**config.mk**
```make
export PLATFORM = sky130hd
export DESIGN_NAME = sector_protect
export DESIGN_NICKNAME = d
export VERILOG_FILES = /design/src/core/sector_protect_pkg.sv /design/src/core/access_filter.sv /design/src/core/sector_protect.sv
export SDC_FILE = /design/constraint.sdc
export NUM_CORES = 2
export LEC_CHECK = 0
export BUFFER_PORTS_ARGS = -buffer_cell sky130_fd_sc_hd__buf_4
export CORE_AREA = 4 4 326 328
export DETAILED_ROUTE_END_ITERATION = 8
export DIE_AREA = 0 0 330 332
export PLACE_DENSITY = 0.68
export SYNTH_ARGS = -nofsm -noshare
export SYNTH_HDL_FRONTEND = slang
export SYNTH_SLANG_ARGS = --single-unit
```
**constraint.sdc**
```tcl
create_clock -name hclk -period 9.54 [get_ports hclk]
set_clock_uncertainty 0.2 [all_clocks]
set_input_delay 0.954 -clock hclk [delete_from_list [all_inputs] [get_ports hclk]]
set_output_delay 0.954 -clock hclk [all_outputs]
set_load 0.02 [all_outputs]
```
**src/core/sector_protect_pkg.sv**
```systemverilog
// Shared constants and carrier types for the sector protection block
package sector_protect_pkg;

   // Register byte offsets (low address byte decoded)
   localparam logic [7:0] OFS_STATUS   = 8'h00;
   localparam logic [7:0] OFS_CMD      = 8'h04;
   localparam logic [7:0] OFS_OPT_DATA = 8'h08;
   localparam logic [7:0] OFS_OPTIONS  = 8'h0c;
   localparam logic [7:0] OFS_PWD_LO   = 8'h10;
   localparam logic [7:0] OFS_PWD_HI   = 8'h14;
   localparam logic [7:0] OFS_KEY_LO   = 8'h18;
   localparam logic [7:0] OFS_KEY_HI   = 8'h1c;
   localparam logic [7:0] OFS_CONFIG   = 8'h20;
   localparam logic [7:0] OFS_SEC_SEL  = 8'h24;
   localparam logic [7:0] OFS_SEC_BITS = 8'h28;

   // Command codes written to the command register, bits 7:0
   localparam logic [7:0] CMD_PPB_PROGRAM = 8'h01;
   localparam logic [7:0] CMD_PPB_ERASE   = 8'h02;
   localparam logic [7:0] CMD_LOCK_CLEAR  = 8'h03;
   localparam logic [7:0] CMD_UNLOCK      = 8'h04;
   localparam logic [7:0] CMD_OPT_PROGRAM = 8'h05;
   localparam logic [7:0] CMD_PWD_PROGRAM = 8'h06;
   localparam logic [7:0] CMD_DYB_WRITE   = 8'h07;
   localparam logic [7:0] CMD_CFG_WRITE   = 8'h08;
   localparam logic [7:0] CMD_ERR_CLEAR   = 8'h09;

   // Command register fields
   localparam int CMD_VAL_BIT = 8;
   localparam int CMD_SEC_LSB = 16;

   // Status register bits
   localparam int ST_BUSY_BIT = 0;
   localparam int ST_LOCK_BIT = 1;
   localparam int ST_RDPW_BIT = 2;
   localparam int ST_REJ_BIT  = 3;
   localparam int ST_FAIL_BIT = 4;
   localparam int ST_INIT_BIT = 5;

   // Protection option bits, a bit is selected when programmed to 0
   localparam int OPT_W         = 16;
   localparam int OPT_PERMANENT = 0;
   localparam int OPT_PERSIST   = 1;
   localparam int OPT_PASSWORD  = 2;
   localparam int OPT_OTP       = 3;
   localparam int OPT_DYB_PWRUP = 4;
   localparam int OPT_READ_PW   = 5;
   localparam logic [OPT_W-1:0] OPT_RESET = 16'hffff;

   // Configuration bit and geometry
   localparam int CFG_TB_BIT = 5;
   localparam int SECTOR_LSB = 18;
   localparam int PWD_W      = 64;

   // Busy times in cycles of hclk
   localparam int PROG_CYCLES_DEF  = 32;
   localparam int ERASE_CYCLES_DEF = 256;

   localparam logic [2:0] HSIZE_WORD = 3'h2;

   typedef enum logic [1:0] {ACC_READ, ACC_PROG, ACC_ERASE, ACC_NONE} acc_kind_e;

   typedef struct packed {
      logic        valid;
      acc_kind_e   kind;
      logic [31:0] addr;
   } arr_req_s;

   typedef struct packed {
      logic        valid;
      logic        grant;
      logic [31:0] addr;
   } arr_resp_s;

endpackage : sector_protect_pkg

```
**src/core/access_filter.sv**
```systemverilog
// Array access filter: grants or denies array accesses and redirects reads
`timescale 1ns/100ps
module access_filter
   import sector_protect_pkg::*;
#(
   parameter int ADDR_W = 26
)
(
   input  wire logic                              hclk,
   input  wire logic                              hresetn,
   input  wire arr_req_s                          req,
   input  wire logic [(1<<(ADDR_W-SECTOR_LSB))-1:0] persistent_protect_bit,
   input  wire logic [(1<<(ADDR_W-SECTOR_LSB))-1:0] volatile_sector_guard,
   input  wire logic                              rdpw_mode,
   input  wire logic                              top_bottom,
   output arr_resp_s                              resp
);
   localparam int SEC_W = ADDR_W - SECTOR_LSB;

   logic [SEC_W-1:0] sec;
   logic [SEC_W-1:0] alias_sec;
   logic             grant_nxt;
   logic [31:0]      addr_nxt;
   arr_resp_s        resp_r;

   // Sector of the request and the one sector left readable in read-password mode
   assign sec       = req.addr[SECTOR_LSB +: SEC_W];
   assign alias_sec = top_bottom ? '0 : '1;

   // Decision; a zero in either protection bit protects the sector
   always_comb
   begin
      grant_nxt = 1'b0;
      addr_nxt  = req.addr;
      unique case (req.kind)
         ACC_READ:
         begin
            grant_nxt = 1'b1;
            if (rdpw_mode)
            begin
               // Whatever sector is asked for, the readable one answers
               addr_nxt = '0;
               addr_nxt[SECTOR_LSB +: SEC_W]  = alias_sec;
               addr_nxt[SECTOR_LSB-1:0]       = req.addr[SECTOR_LSB-1:0];
            end
         end
         ACC_PROG, ACC_ERASE:
            grant_nxt = !rdpw_mode && persistent_protect_bit[sec] && volatile_sector_guard[sec];
         ACC_NONE:
            grant_nxt = 1'b0;
      endcase
   end

   // Answer is registered, one cycle after the request
   always_ff @(posedge hclk or negedge hresetn)
      if (!hresetn)
         resp_r <= '0;
      else
      begin
         resp_r.valid <= req.valid;
         resp_r.grant <= req.valid && grant_nxt;
         resp_r.addr  <= addr_nxt;
      end

   assign resp = resp_r;

endmodule : access_filter

```
**src/core/sector_protect.sv**
```systemverilog
// Sector protection controller with AHB-Lite register slave
//
// Behaviour
// Program and erase are refused on a sector whose persistent bit is 0.
// Persistent bits program one by one; erase always clears the whole group.
// Status stays readable while a persistent bit program or erase runs.
// Permanent option rejects persistent bit changes and options register writes.
// Lock flag 0 freezes persistent bits; lock flag 1 lets them change.
// Lock clear command drops the flag; only reset raises it again. The code also raises it on a successful password unlock.
// Without password scheme, reset leaves the lock flag at 1.
// Host clears the lock only after setting all persistent bits.
// With password scheme, reset leaves the lock flag at 0.
// Full 64-bit password unlock sets the lock flag only on success.
// Password option enables the scheme and freezes the options register.
// Host programs a password before picking a password scheme.
// Read-password mode blocks array access except one readable end sector.
// Top/bottom 0 picks the top sector, 1 picks the bottom sector.
// Reads into the protected array alias to the readable sector.
// Before unlock in read-password mode only a short command list works.
// One-time option permanently rejects the persistent bit group erase.
// Host selects persistent configuration or password scheme, never both.
// Host selects read-password together with the password scheme.
// Once password scheme is selected the stored password reads as zero.
// Read-password plus password selected redirects addresses until unlock.
// Read-password mode rejects every memory program and register write; the code still takes unlock, error clear and staging word writes.
// Volatile guard counts only when persistent bit is 1; either 0 protects.
// Persistent configuration option freezes config, options and password.
// A wrong password changes neither lock flag nor read-password mode.
`timescale 1ns/100ps
module sector_protect
   import sector_protect_pkg::*;
#(
   parameter int ADDR_W       = 26,
   parameter int PROG_CYCLES  = PROG_CYCLES_DEF,
   parameter int ERASE_CYCLES = ERASE_CYCLES_DEF
)
(
   input  wire logic                              hclk,
   input  wire logic                              hresetn,
   input  wire logic                              hsel,
   input  wire logic [31:0]                       haddr,
   input  wire logic [1:0]                        htrans,
   input  wire logic                              hwrite,
   input  wire logic [2:0]                        hsize,
   input  wire logic [31:0]                       hwdata,
   input  wire logic                              hready,
   output logic                                   hreadyout,
   output logic                                   hresp,
   output logic [31:0]                            hrdata,
   input  wire logic [OPT_W-1:0]                  opt_nv_in,
   input  wire logic [PWD_W-1:0]                  pwd_nv_in,
   input  wire logic [(1<<(ADDR_W-SECTOR_LSB))-1:0] ppb_nv_in,
   output logic [OPT_W-1:0]                       opt_nv_out,
   output logic [PWD_W-1:0]                       pwd_nv_out,
   output logic [(1<<(ADDR_W-SECTOR_LSB))-1:0]    ppb_nv_out,
   input  wire arr_req_s                          arr_req,
   output arr_resp_s                              arr_resp
);
   localparam int SEC_W = ADDR_W - SECTOR_LSB;
   localparam int NSEC  = 1 << SEC_W;

   // Geometry and timer width limits, refused while elaborating
   if (SEC_W < 1 || SEC_W > 16 || ADDR_W > 32)
   begin : g_geom_chk
      $error("sector_protect: ADDR_W must be 19 to 32");
   end
   if (PROG_CYCLES < 1 || PROG_CYCLES > 65535 || ERASE_CYCLES < 1 || ERASE_CYCLES > 65535)
   begin : g_busy_chk
      $error("sector_protect: busy cycle counts must be 1 to 65535");
   end

   typedef enum {ST_INIT, ST_READY, ST_BUSY} state_e;

   state_e            st_r;
   logic [15:0]       cnt_r;
   logic              op_erase_r;
   logic [SEC_W-1:0]  op_sec_r;
   logic              wr_pend_r;
   logic [7:0]        wr_ofs_r;
   logic [31:0]       hrdata_r;
   logic              lock_r;
   logic              rdpw_r;
   logic [OPT_W-1:0]  opt_r;
   logic [OPT_W-1:0]  opt_stage_r;
   logic [PWD_W-1:0]  pwd_r;
   logic [PWD_W-1:0]  pwd_stage_r;
   logic [PWD_W-1:0]  key_r;
   logic              tb_r;
   logic [NSEC-1:0]   ppb_r;
   logic [NSEC-1:0]   dyb_r;
   logic [SEC_W-1:0]  sel_r;
   logic              rej_r;
   logic              fail_r;
   logic              bus_take;
   logic              cmd_go;
   logic [7:0]        cmd_code;
   logic [SEC_W-1:0]  cmd_sec;
   logic              cmd_val;
   logic              cmd_ok;
   logic              busy_done;
   logic              pwd_match;
   logic              sel_perm;
   logic              sel_persist;
   logic              sel_pwd;
   logic              sel_otp;
   logic [31:0]       rd_mux;

   // Data-phase write to one register offset
   function automatic logic wr_hit(input logic pend, input logic [7:0] ofs, input logic [7:0] want);
      wr_hit = pend && (ofs == want);
   endfunction : wr_hit

   // Options are active low: a programmed zero selects the scheme
   assign sel_perm    = !opt_r[OPT_PERMANENT];
   assign sel_persist = !opt_r[OPT_PERSIST];
   assign sel_pwd     = !opt_r[OPT_PASSWORD];
   assign sel_otp     = !opt_r[OPT_OTP];

   // The slave never stretches a transfer and never signals an error
   assign hreadyout = 1'b1;
   assign hresp     = 1'b0;
   assign hrdata    = hrdata_r;
   assign bus_take  = hsel && hready && htrans[1];

   // Command fields taken straight from the write data phase
   assign cmd_go    = wr_hit(wr_pend_r, wr_ofs_r, OFS_CMD);
   assign cmd_code  = hwdata[7:0];
   assign cmd_sec   = hwdata[CMD_SEC_LSB +: SEC_W];
   assign cmd_val   = hwdata[CMD_VAL_BIT];
   assign busy_done = (st_r == ST_BUSY) && (cnt_r == 16'h0000);
   assign pwd_match = (key_r == pwd_r);

   // Address phase capture; only whole-word writes are kept
   always_ff @(posedge hclk or negedge hresetn)
      if (!hresetn)
      begin
         wr_pend_r <= 1'b0;
         wr_ofs_r  <= 8'h00;
      end
      else
      begin
         wr_pend_r <= bus_take && hwrite && (hsize == HSIZE_WORD) && (haddr[31:8] == 24'h000000);
         wr_ofs_r  <= haddr[7:0];
      end

   // Command acceptance; anything not accepted raises the reject flag
   always_comb
   begin
      cmd_ok = 1'b0;
      if (st_r == ST_READY)
      begin
         case (cmd_code)
            CMD_PPB_PROGRAM: cmd_ok = !sel_perm && lock_r && !rdpw_r;
            CMD_PPB_ERASE:   cmd_ok = !sel_perm && !sel_otp && lock_r && !rdpw_r;
            CMD_LOCK_CLEAR:  cmd_ok = !rdpw_r;
            CMD_UNLOCK:      cmd_ok = sel_pwd;
            CMD_OPT_PROGRAM: cmd_ok = !sel_perm && !sel_pwd && !sel_persist && !rdpw_r;
            CMD_PWD_PROGRAM: cmd_ok = !sel_persist && !sel_pwd && !rdpw_r;
            CMD_DYB_WRITE:   cmd_ok = !rdpw_r;
            CMD_CFG_WRITE:   cmd_ok = !sel_persist && !rdpw_r;
            CMD_ERR_CLEAR:   cmd_ok = 1'b1;
            default:         cmd_ok = 1'b0;
         endcase
      end
      // While busy or initialising cmd_ok stays 0, so every command bounces; reads and staging writes are still served
   end

   // Sequencer: one init cycle after reset, then ready or busy
   always_ff @(posedge hclk or negedge hresetn)
      if (!hresetn)
      begin
         st_r       <= ST_INIT;
         cnt_r      <= 16'h0000;
         op_erase_r <= 1'b0;
         op_sec_r   <= '0;
      end
      else
      begin
         unique case (st_r)
            ST_INIT:
               st_r <= ST_READY;
            ST_READY:
               if (cmd_go && cmd_ok && (cmd_code == CMD_PPB_PROGRAM || cmd_code == CMD_PPB_ERASE))
               begin
                  st_r       <= ST_BUSY;
                  op_erase_r <= (cmd_code == CMD_PPB_ERASE);
                  op_sec_r   <= cmd_sec;
                  cnt_r      <= (cmd_code == CMD_PPB_ERASE) ? 16'(ERASE_CYCLES - 1) : 16'(PROG_CYCLES - 1);
               end
            ST_BUSY:
               if (busy_done)
                  st_r <= ST_READY;
               else
                  cnt_r <= cnt_r - 16'h0001;
         endcase
      end

   // Persistent bits: loaded at init, one bit cleared or the whole group set at completion
   always_ff @(posedge hclk or negedge hresetn)
      if (!hresetn)
         ppb_r <= '1;
      else if (st_r == ST_INIT)
         ppb_r <= ppb_nv_in;
      else if (busy_done && op_erase_r)
         ppb_r <= '1;
      else if (busy_done)
         ppb_r[op_sec_r] <= 1'b0;

   // Lock flag and read-password mode; reset holds the lock flag at 0 and read-password mode off until init decides
   always_ff @(posedge hclk or negedge hresetn)
      if (!hresetn)
      begin
         lock_r <= 1'b0;
         rdpw_r <= 1'b0;
      end
      else if (st_r == ST_INIT)
      begin
         lock_r <= opt_nv_in[OPT_PASSWORD];
         rdpw_r <= !opt_nv_in[OPT_READ_PW] && !opt_nv_in[OPT_PASSWORD];
      end
      else if (cmd_go && cmd_ok && cmd_code == CMD_LOCK_CLEAR)
         lock_r <= 1'b0;
      else if (cmd_go && cmd_ok && cmd_code == CMD_UNLOCK && pwd_match)
      begin
         lock_r <= 1'b1;
         rdpw_r <= 1'b0;
      end
      // A failed unlock falls through and leaves both untouched

   // Options, password and configuration bit; programming only clears option bits
   always_ff @(posedge hclk or negedge hresetn)
      if (!hresetn)
      begin
         opt_r <= OPT_RESET;
         pwd_r <= '1;
         tb_r  <= 1'b0;
      end
      else if (st_r == ST_INIT)
      begin
         opt_r <= opt_nv_in;
         pwd_r <= pwd_nv_in;
      end
      else if (cmd_go && cmd_ok)
      begin
         if (cmd_code == CMD_OPT_PROGRAM)
            opt_r <= opt_r & opt_stage_r;
         if (cmd_code == CMD_PWD_PROGRAM)
            pwd_r <= pwd_stage_r;
         if (cmd_code == CMD_CFG_WRITE)
            tb_r <= cmd_val;
      end

   // Volatile guards; the power-up option starts them all protected
   always_ff @(posedge hclk or negedge hresetn)
      if (!hresetn)
         dyb_r <= '1;
      else if (st_r == ST_INIT)
         dyb_r <= opt_nv_in[OPT_DYB_PWRUP] ? '1 : '0;
      else if (cmd_go && cmd_ok && cmd_code == CMD_DYB_WRITE)
         dyb_r[cmd_sec] <= cmd_val;

   // Sticky error flags; setting cannot coincide with the clearing command
   always_ff @(posedge hclk or negedge hresetn)
      if (!hresetn)
      begin
         rej_r  <= 1'b0;
         fail_r <= 1'b0;
      end
      else if (cmd_go)
      begin
         if (!cmd_ok)
            rej_r <= 1'b1;
         else if (cmd_code == CMD_ERR_CLEAR)
         begin
            rej_r  <= 1'b0;
            fail_r <= 1'b0;
         end
         else if (cmd_code == CMD_UNLOCK && !pwd_match)
            fail_r <= 1'b1;
      end

   // Staging words written by software ahead of the commands that use them
   always_ff @(posedge hclk or negedge hresetn)
      if (!hresetn)
      begin
         opt_stage_r <= OPT_RESET;
         pwd_stage_r <= '1;
         key_r       <= '0;
         sel_r       <= '0;
      end
      else
      begin
         if (wr_hit(wr_pend_r, wr_ofs_r, OFS_OPT_DATA))
            opt_stage_r <= hwdata[OPT_W-1:0];
         if (wr_hit(wr_pend_r, wr_ofs_r, OFS_PWD_LO))
            pwd_stage_r[31:0] <= hwdata;
         if (wr_hit(wr_pend_r, wr_ofs_r, OFS_PWD_HI))
            pwd_stage_r[63:32] <= hwdata;
         if (wr_hit(wr_pend_r, wr_ofs_r, OFS_KEY_LO))
            key_r[31:0] <= hwdata;
         if (wr_hit(wr_pend_r, wr_ofs_r, OFS_KEY_HI))
            key_r[63:32] <= hwdata;
         if (wr_hit(wr_pend_r, wr_ofs_r, OFS_SEC_SEL))
            sel_r <= hwdata[SEC_W-1:0];
      end

   // Read mux, evaluated in the address phase; unmapped and write-only words read zero
   always_comb
   begin
      rd_mux = 32'h00000000;
      if (haddr[31:8] == 24'h000000)
      begin
         case (haddr[7:0])
            OFS_STATUS:
            begin
               rd_mux[ST_BUSY_BIT] = (st_r == ST_BUSY);
               rd_mux[ST_LOCK_BIT] = lock_r;
               rd_mux[ST_RDPW_BIT] = rdpw_r;
               rd_mux[ST_REJ_BIT]  = rej_r;
               rd_mux[ST_FAIL_BIT] = fail_r;
               rd_mux[ST_INIT_BIT] = (st_r == ST_INIT);
            end
            OFS_OPT_DATA: rd_mux[OPT_W-1:0] = opt_stage_r;
            OFS_OPTIONS:  rd_mux[OPT_W-1:0] = opt_r;
            OFS_PWD_LO:   rd_mux = sel_pwd ? 32'h00000000 : pwd_r[31:0];
            OFS_PWD_HI:   rd_mux = sel_pwd ? 32'h00000000 : pwd_r[63:32];
            OFS_CONFIG:   rd_mux[CFG_TB_BIT] = tb_r;
            OFS_SEC_SEL:  rd_mux[SEC_W-1:0] = sel_r;
            OFS_SEC_BITS: rd_mux[1:0] = {dyb_r[sel_r], ppb_r[sel_r]};
            default:      rd_mux = 32'h00000000;
         endcase
      end
   end

   // Read data is latched at the address phase edge so it stands through the data phase
   always_ff @(posedge hclk or negedge hresetn)
      if (!hresetn)
         hrdata_r <= 32'h00000000;
      else if (bus_take && !hwrite)
         hrdata_r <= rd_mux;

   // Nonvolatile image handed back to the outside store
   assign opt_nv_out = opt_r;
   assign pwd_nv_out = pwd_r;
   assign ppb_nv_out = ppb_r;

   // Array accesses are judged against the live protection state
   access_filter #(
      .ADDR_W     (ADDR_W)
   ) u_filter (
      .hclk       (hclk),
      .hresetn    (hresetn),
      .req        (arr_req),
      .persistent_protect_bit        (ppb_r),
      .volatile_sector_guard        (dyb_r),
      .rdpw_mode  (rdpw_r),
      .top_bottom (tb_r),
      .resp       (arr_resp)
   );

endmodule : sector_protect

```
==> summary by stage <==
Detailed routing
The total via count in the routed design is 45.06k. Detailed routing placed a total of 92.99 mm of wire on met2. The routed design has 217.2 mm of wire. The detailed router's first-iteration violation count is roughly 6.4k. For this run, design rule violations remaining after detail routing come to 11.

After detailed routing, the average wire length per cell comes to 32.53 um. The wire length the detailed router placed on met1 is 79.11 mm. The number of detailed-route iterations in the first pass is 9.

In the routed layout, each cell is associated on average with a via count of 6.750. In this run the top signal layer used is met5. The count of nets left with antenna violations once routing finished came out at 0.

The routed design uses 31.62 mm of met3 wire.

Floorplanning
The I/O pin total is 849. In this run the core area contains around 120 standard-cell rows. The die is about 330 um wide. The starting density of the core is 0.4440. The die height is 332 um. After floorplanning, the core was sized to cover 103200 um2.

The overall die area is 109600 um2.

Min path
In this run the worst hold path is classified as primary input to async pin.

Global route
The via count of the first global-routing pass is 43.07k. The first global-routing pass estimated 305.0 mm of wire. The final global-route overflow total is 0. Across every metal layer, demand over resource in global routing totals 0.3785. The initial antenna violation count is 32. The largest net degree at the start of global routing is 244.

Final layout
In the layout the commonest cells are 914 x buf_4, 672 x dfstp_2, 560 x a21oi_1, 376 x o21ai_0, 341 x nand2_1. The footprint of the multi-input gates is 22060 um2. The total number of nets in the final design is ~5.6k. The sequential standard cell area is 22140 um2.

The fraction of layout cells with a size suffix above 1 is 0.3951. The leading cell type in the layout, fill and taps excluded is buf_4. The synthesis-to-finish area growth is 23.10%. The layout has 9150 filler cells.

The final standard cell area without fillers is 56410 um2.

Synthesis
The flip-flop cell with the highest count after synthesis is dfstp_2. The portion of synthesized cell area occupied by the leading cell type is 0.3853. Sorting the synthesized cells by area gives the leading types as dfstp_2 39%, dfrtp_1 9.8%, a21oi_1 6.1%.

The post-synthesis instance total is 4611. The synthesized design contains 0 enable-type register cells. Counting flops and latches in the post-synthesis netlist gives 851.

The part of the Yosys area used for sequential elements is 0.4831. The cell taking the most area after synthesis is dfstp_2. The summed instance area of the synthesized netlist is 45820 um2.

The count of yosys warnings during synthesis is 0. The mean instance size in the synthesized netlist is 9.938 um2. The async set or reset register ratio after synthesis is 1.000.

The count of different cell masters after synthesis is 84. The number of nets in the synthesized netlist is 5059.

Worst setup path
The worst setup path is of the primary input to flop kind. The peak fanout along the critical path is 17. The worst setup path is launched from a primary input.

The worst path required time is slightly below 10 ns. The worst setup path is captured at a flop. The arrival time at the worst endpoint is 5.17 ns. The worst reg2reg path depth is 8.

Clock tree
The clock sink count is 851. TritonCTS built the clock tree. Once the clock tree was built, the setup fixing pass inserted 0 buffers. The H-tree was split into 3 levels. The number of gates resized after CTS is 0. The number of clock buffers added by TritonCTS is 98. Hold repair after CTS inserted 0 buffers. The worst-skew pair later-pin latency is 0.70 ns. The clock-pin slew of the registers on the worst-case setup and hold paths is 0.06 ns. In this run the deepest clock path goes through 3 buffers. The clock root buffer master is clkbuf_16.

Power
The design draws 8.609 mW. In this run the static leakage power is 21.89 nW. The maximum VDD drop is 0.1348 mV.

The total power density per cell area is 152.6 nW/um2.

Timing
The total negative setup slack is 0 ns. The hold violation total from the final report is 0. Static timing analysis puts the maximum clock frequency at 209.4 MHz.

Setup repair after global routing left no endpoint under its margin. The time the worst path needs with I/O delays and setup is 4.775 ns. Across all hold checks on the routed design, the worst slack comes to 0.1074 ns. At the pin with the least slew margin, the transition time is 1.642 ns. The final clock period utilization by the worst path is 0.5005. The count of final max-slew check failures is 122. Setup violations remaining at the end of the flow were counted as 0. The tightest slew margin relative to the limit is -0.09494.

Placement
The cell area reported after detailed placement is 53000 um2. Port buffering added approximately 850 buffers. The weighted congestion reported at the end of routability-driven placement is around 0.99. Once detailed placement completed, the half-perimeter wirelength came to 144.5 mm.

Job
The tool flagged a number of max-cap violations equal to 0.

Run status
The flow ran to the end, but the final reports show violations. The checks that failed: design-rule violations, max-slew violations.
## cell type report
cell class | instances | share of cell area
clock inverters | 27 | 0.007231
diodes | 25 | 0.001109
multi-input cells | 3301 | 0.3911
clock buffers | 151 | 0.05199
repair buffers | 922 | 0.1242
flip-flops and latches | 851 | 0.3926
inverters | 18 | 0.001198
well taps | 1380 | 0.03061
## cells in the mapped netlist, types with 26 or more instances
cell type and n:
a21oi_1 561, a22oi_1 33, a31oi_1 273, buf_2 40, clkbuf_1 364, dfrtp_1 179, dfstp_2 672, mux2_2 157
mux2i_1 142, mux4_2 116, nand2_1 344, nand3_1 141, nor2_1 349, nor2b_1 27, nor3_1 26, nor4_1 35
o211ai_1 76, o21ai_0 376, o31ai_1 264, xor2_1 66
## power by group
group / switching [mW] / total (mW) / internal [mW]
clock network: 1.62 / 3.97 / 2.36
registers: 0.126 / 3.90 / 3.77
logic: 0.432 / 0.740 / 0.308
total: 2.17 / 8.61 / 6.44
## logic make-up (layout without fill, tap and decap cells)
kind of cell / after synthesis / after routing / share of synthesized area
AOI/OAI and AO/OA: 1752 / 1752 / 0.2303
xor gates and xnor gates: 70 / 70 / 0.01338
adders and majority gates: 3 / 3 / 0.0008192
buffers and inverters: 459 / 1118 / 0.04019
DFF: 851 / 851 / 0.4831
muxes: 415 / 415 / 0.1266
other: 2 / 27 / 0.0001639
and+or+nand+nor: 1059 / 1059 / 0.1055
## worst max-delay path: stages
cell and delay (ns):
buf_4 0.14, or4_1 0.72, nor4b_2 0.88, nand2_1 0.73, nor2_1 1.31, a31oi_1 0.21, a21oi_1 0.21
## worst paths after layout
path                           startpoint  slack (ns)           endpoint
max in group asynchronous         hresetn        7.02     ppb_nv_out[73]
setup reg to reg                 sel_r[0]        5.11          hrdata[1]
min in group hclk             arr_req[15]        0.18  u_filter.resp[15]
hold reg to reg            opt_nv_out[10]        0.27     opt_nv_out[10]
setup / recovery                hwdata[5]        4.76         dyb_r[171]
hold / removal                    hresetn        0.11   u_filter.resp[5]
## metrics by stage
stage | utilization | setup slack, ns | instances
2_1_floorplan | - | 6.198 | 4611
3_3_place_gp | 0.5136 | 4.386 | 6472
3_5_place_dp | 0.5136 | 4.316 | 6472
4_1_cts | 0.5460 | 5.021 | 6650
5_1_grt | 0.5463 | 4.719 | 6664
6_report | 0.5466 | 4.765 | 6675
## state kept, by name, indices dropped and copies added (netlist names), 16 cells and up
name	flops
cnt_r	16
opt_nv_out	16
pwd_stage_r	64
hrdata	32
key_r	64
ppb_nv_out	256
pwd_nv_out	64
dyb_r	256
u_filter.resp	34
opt_stage_r	16
## per-layer routing
metal	GRT usage	vias to the layer above
li1	-	18500
met1	0.4867	22320
met2	0.5469	3475
met3	0.1586	747
met4	0.1905	14
met5	0	-
(Power assumes the default switching activity.)
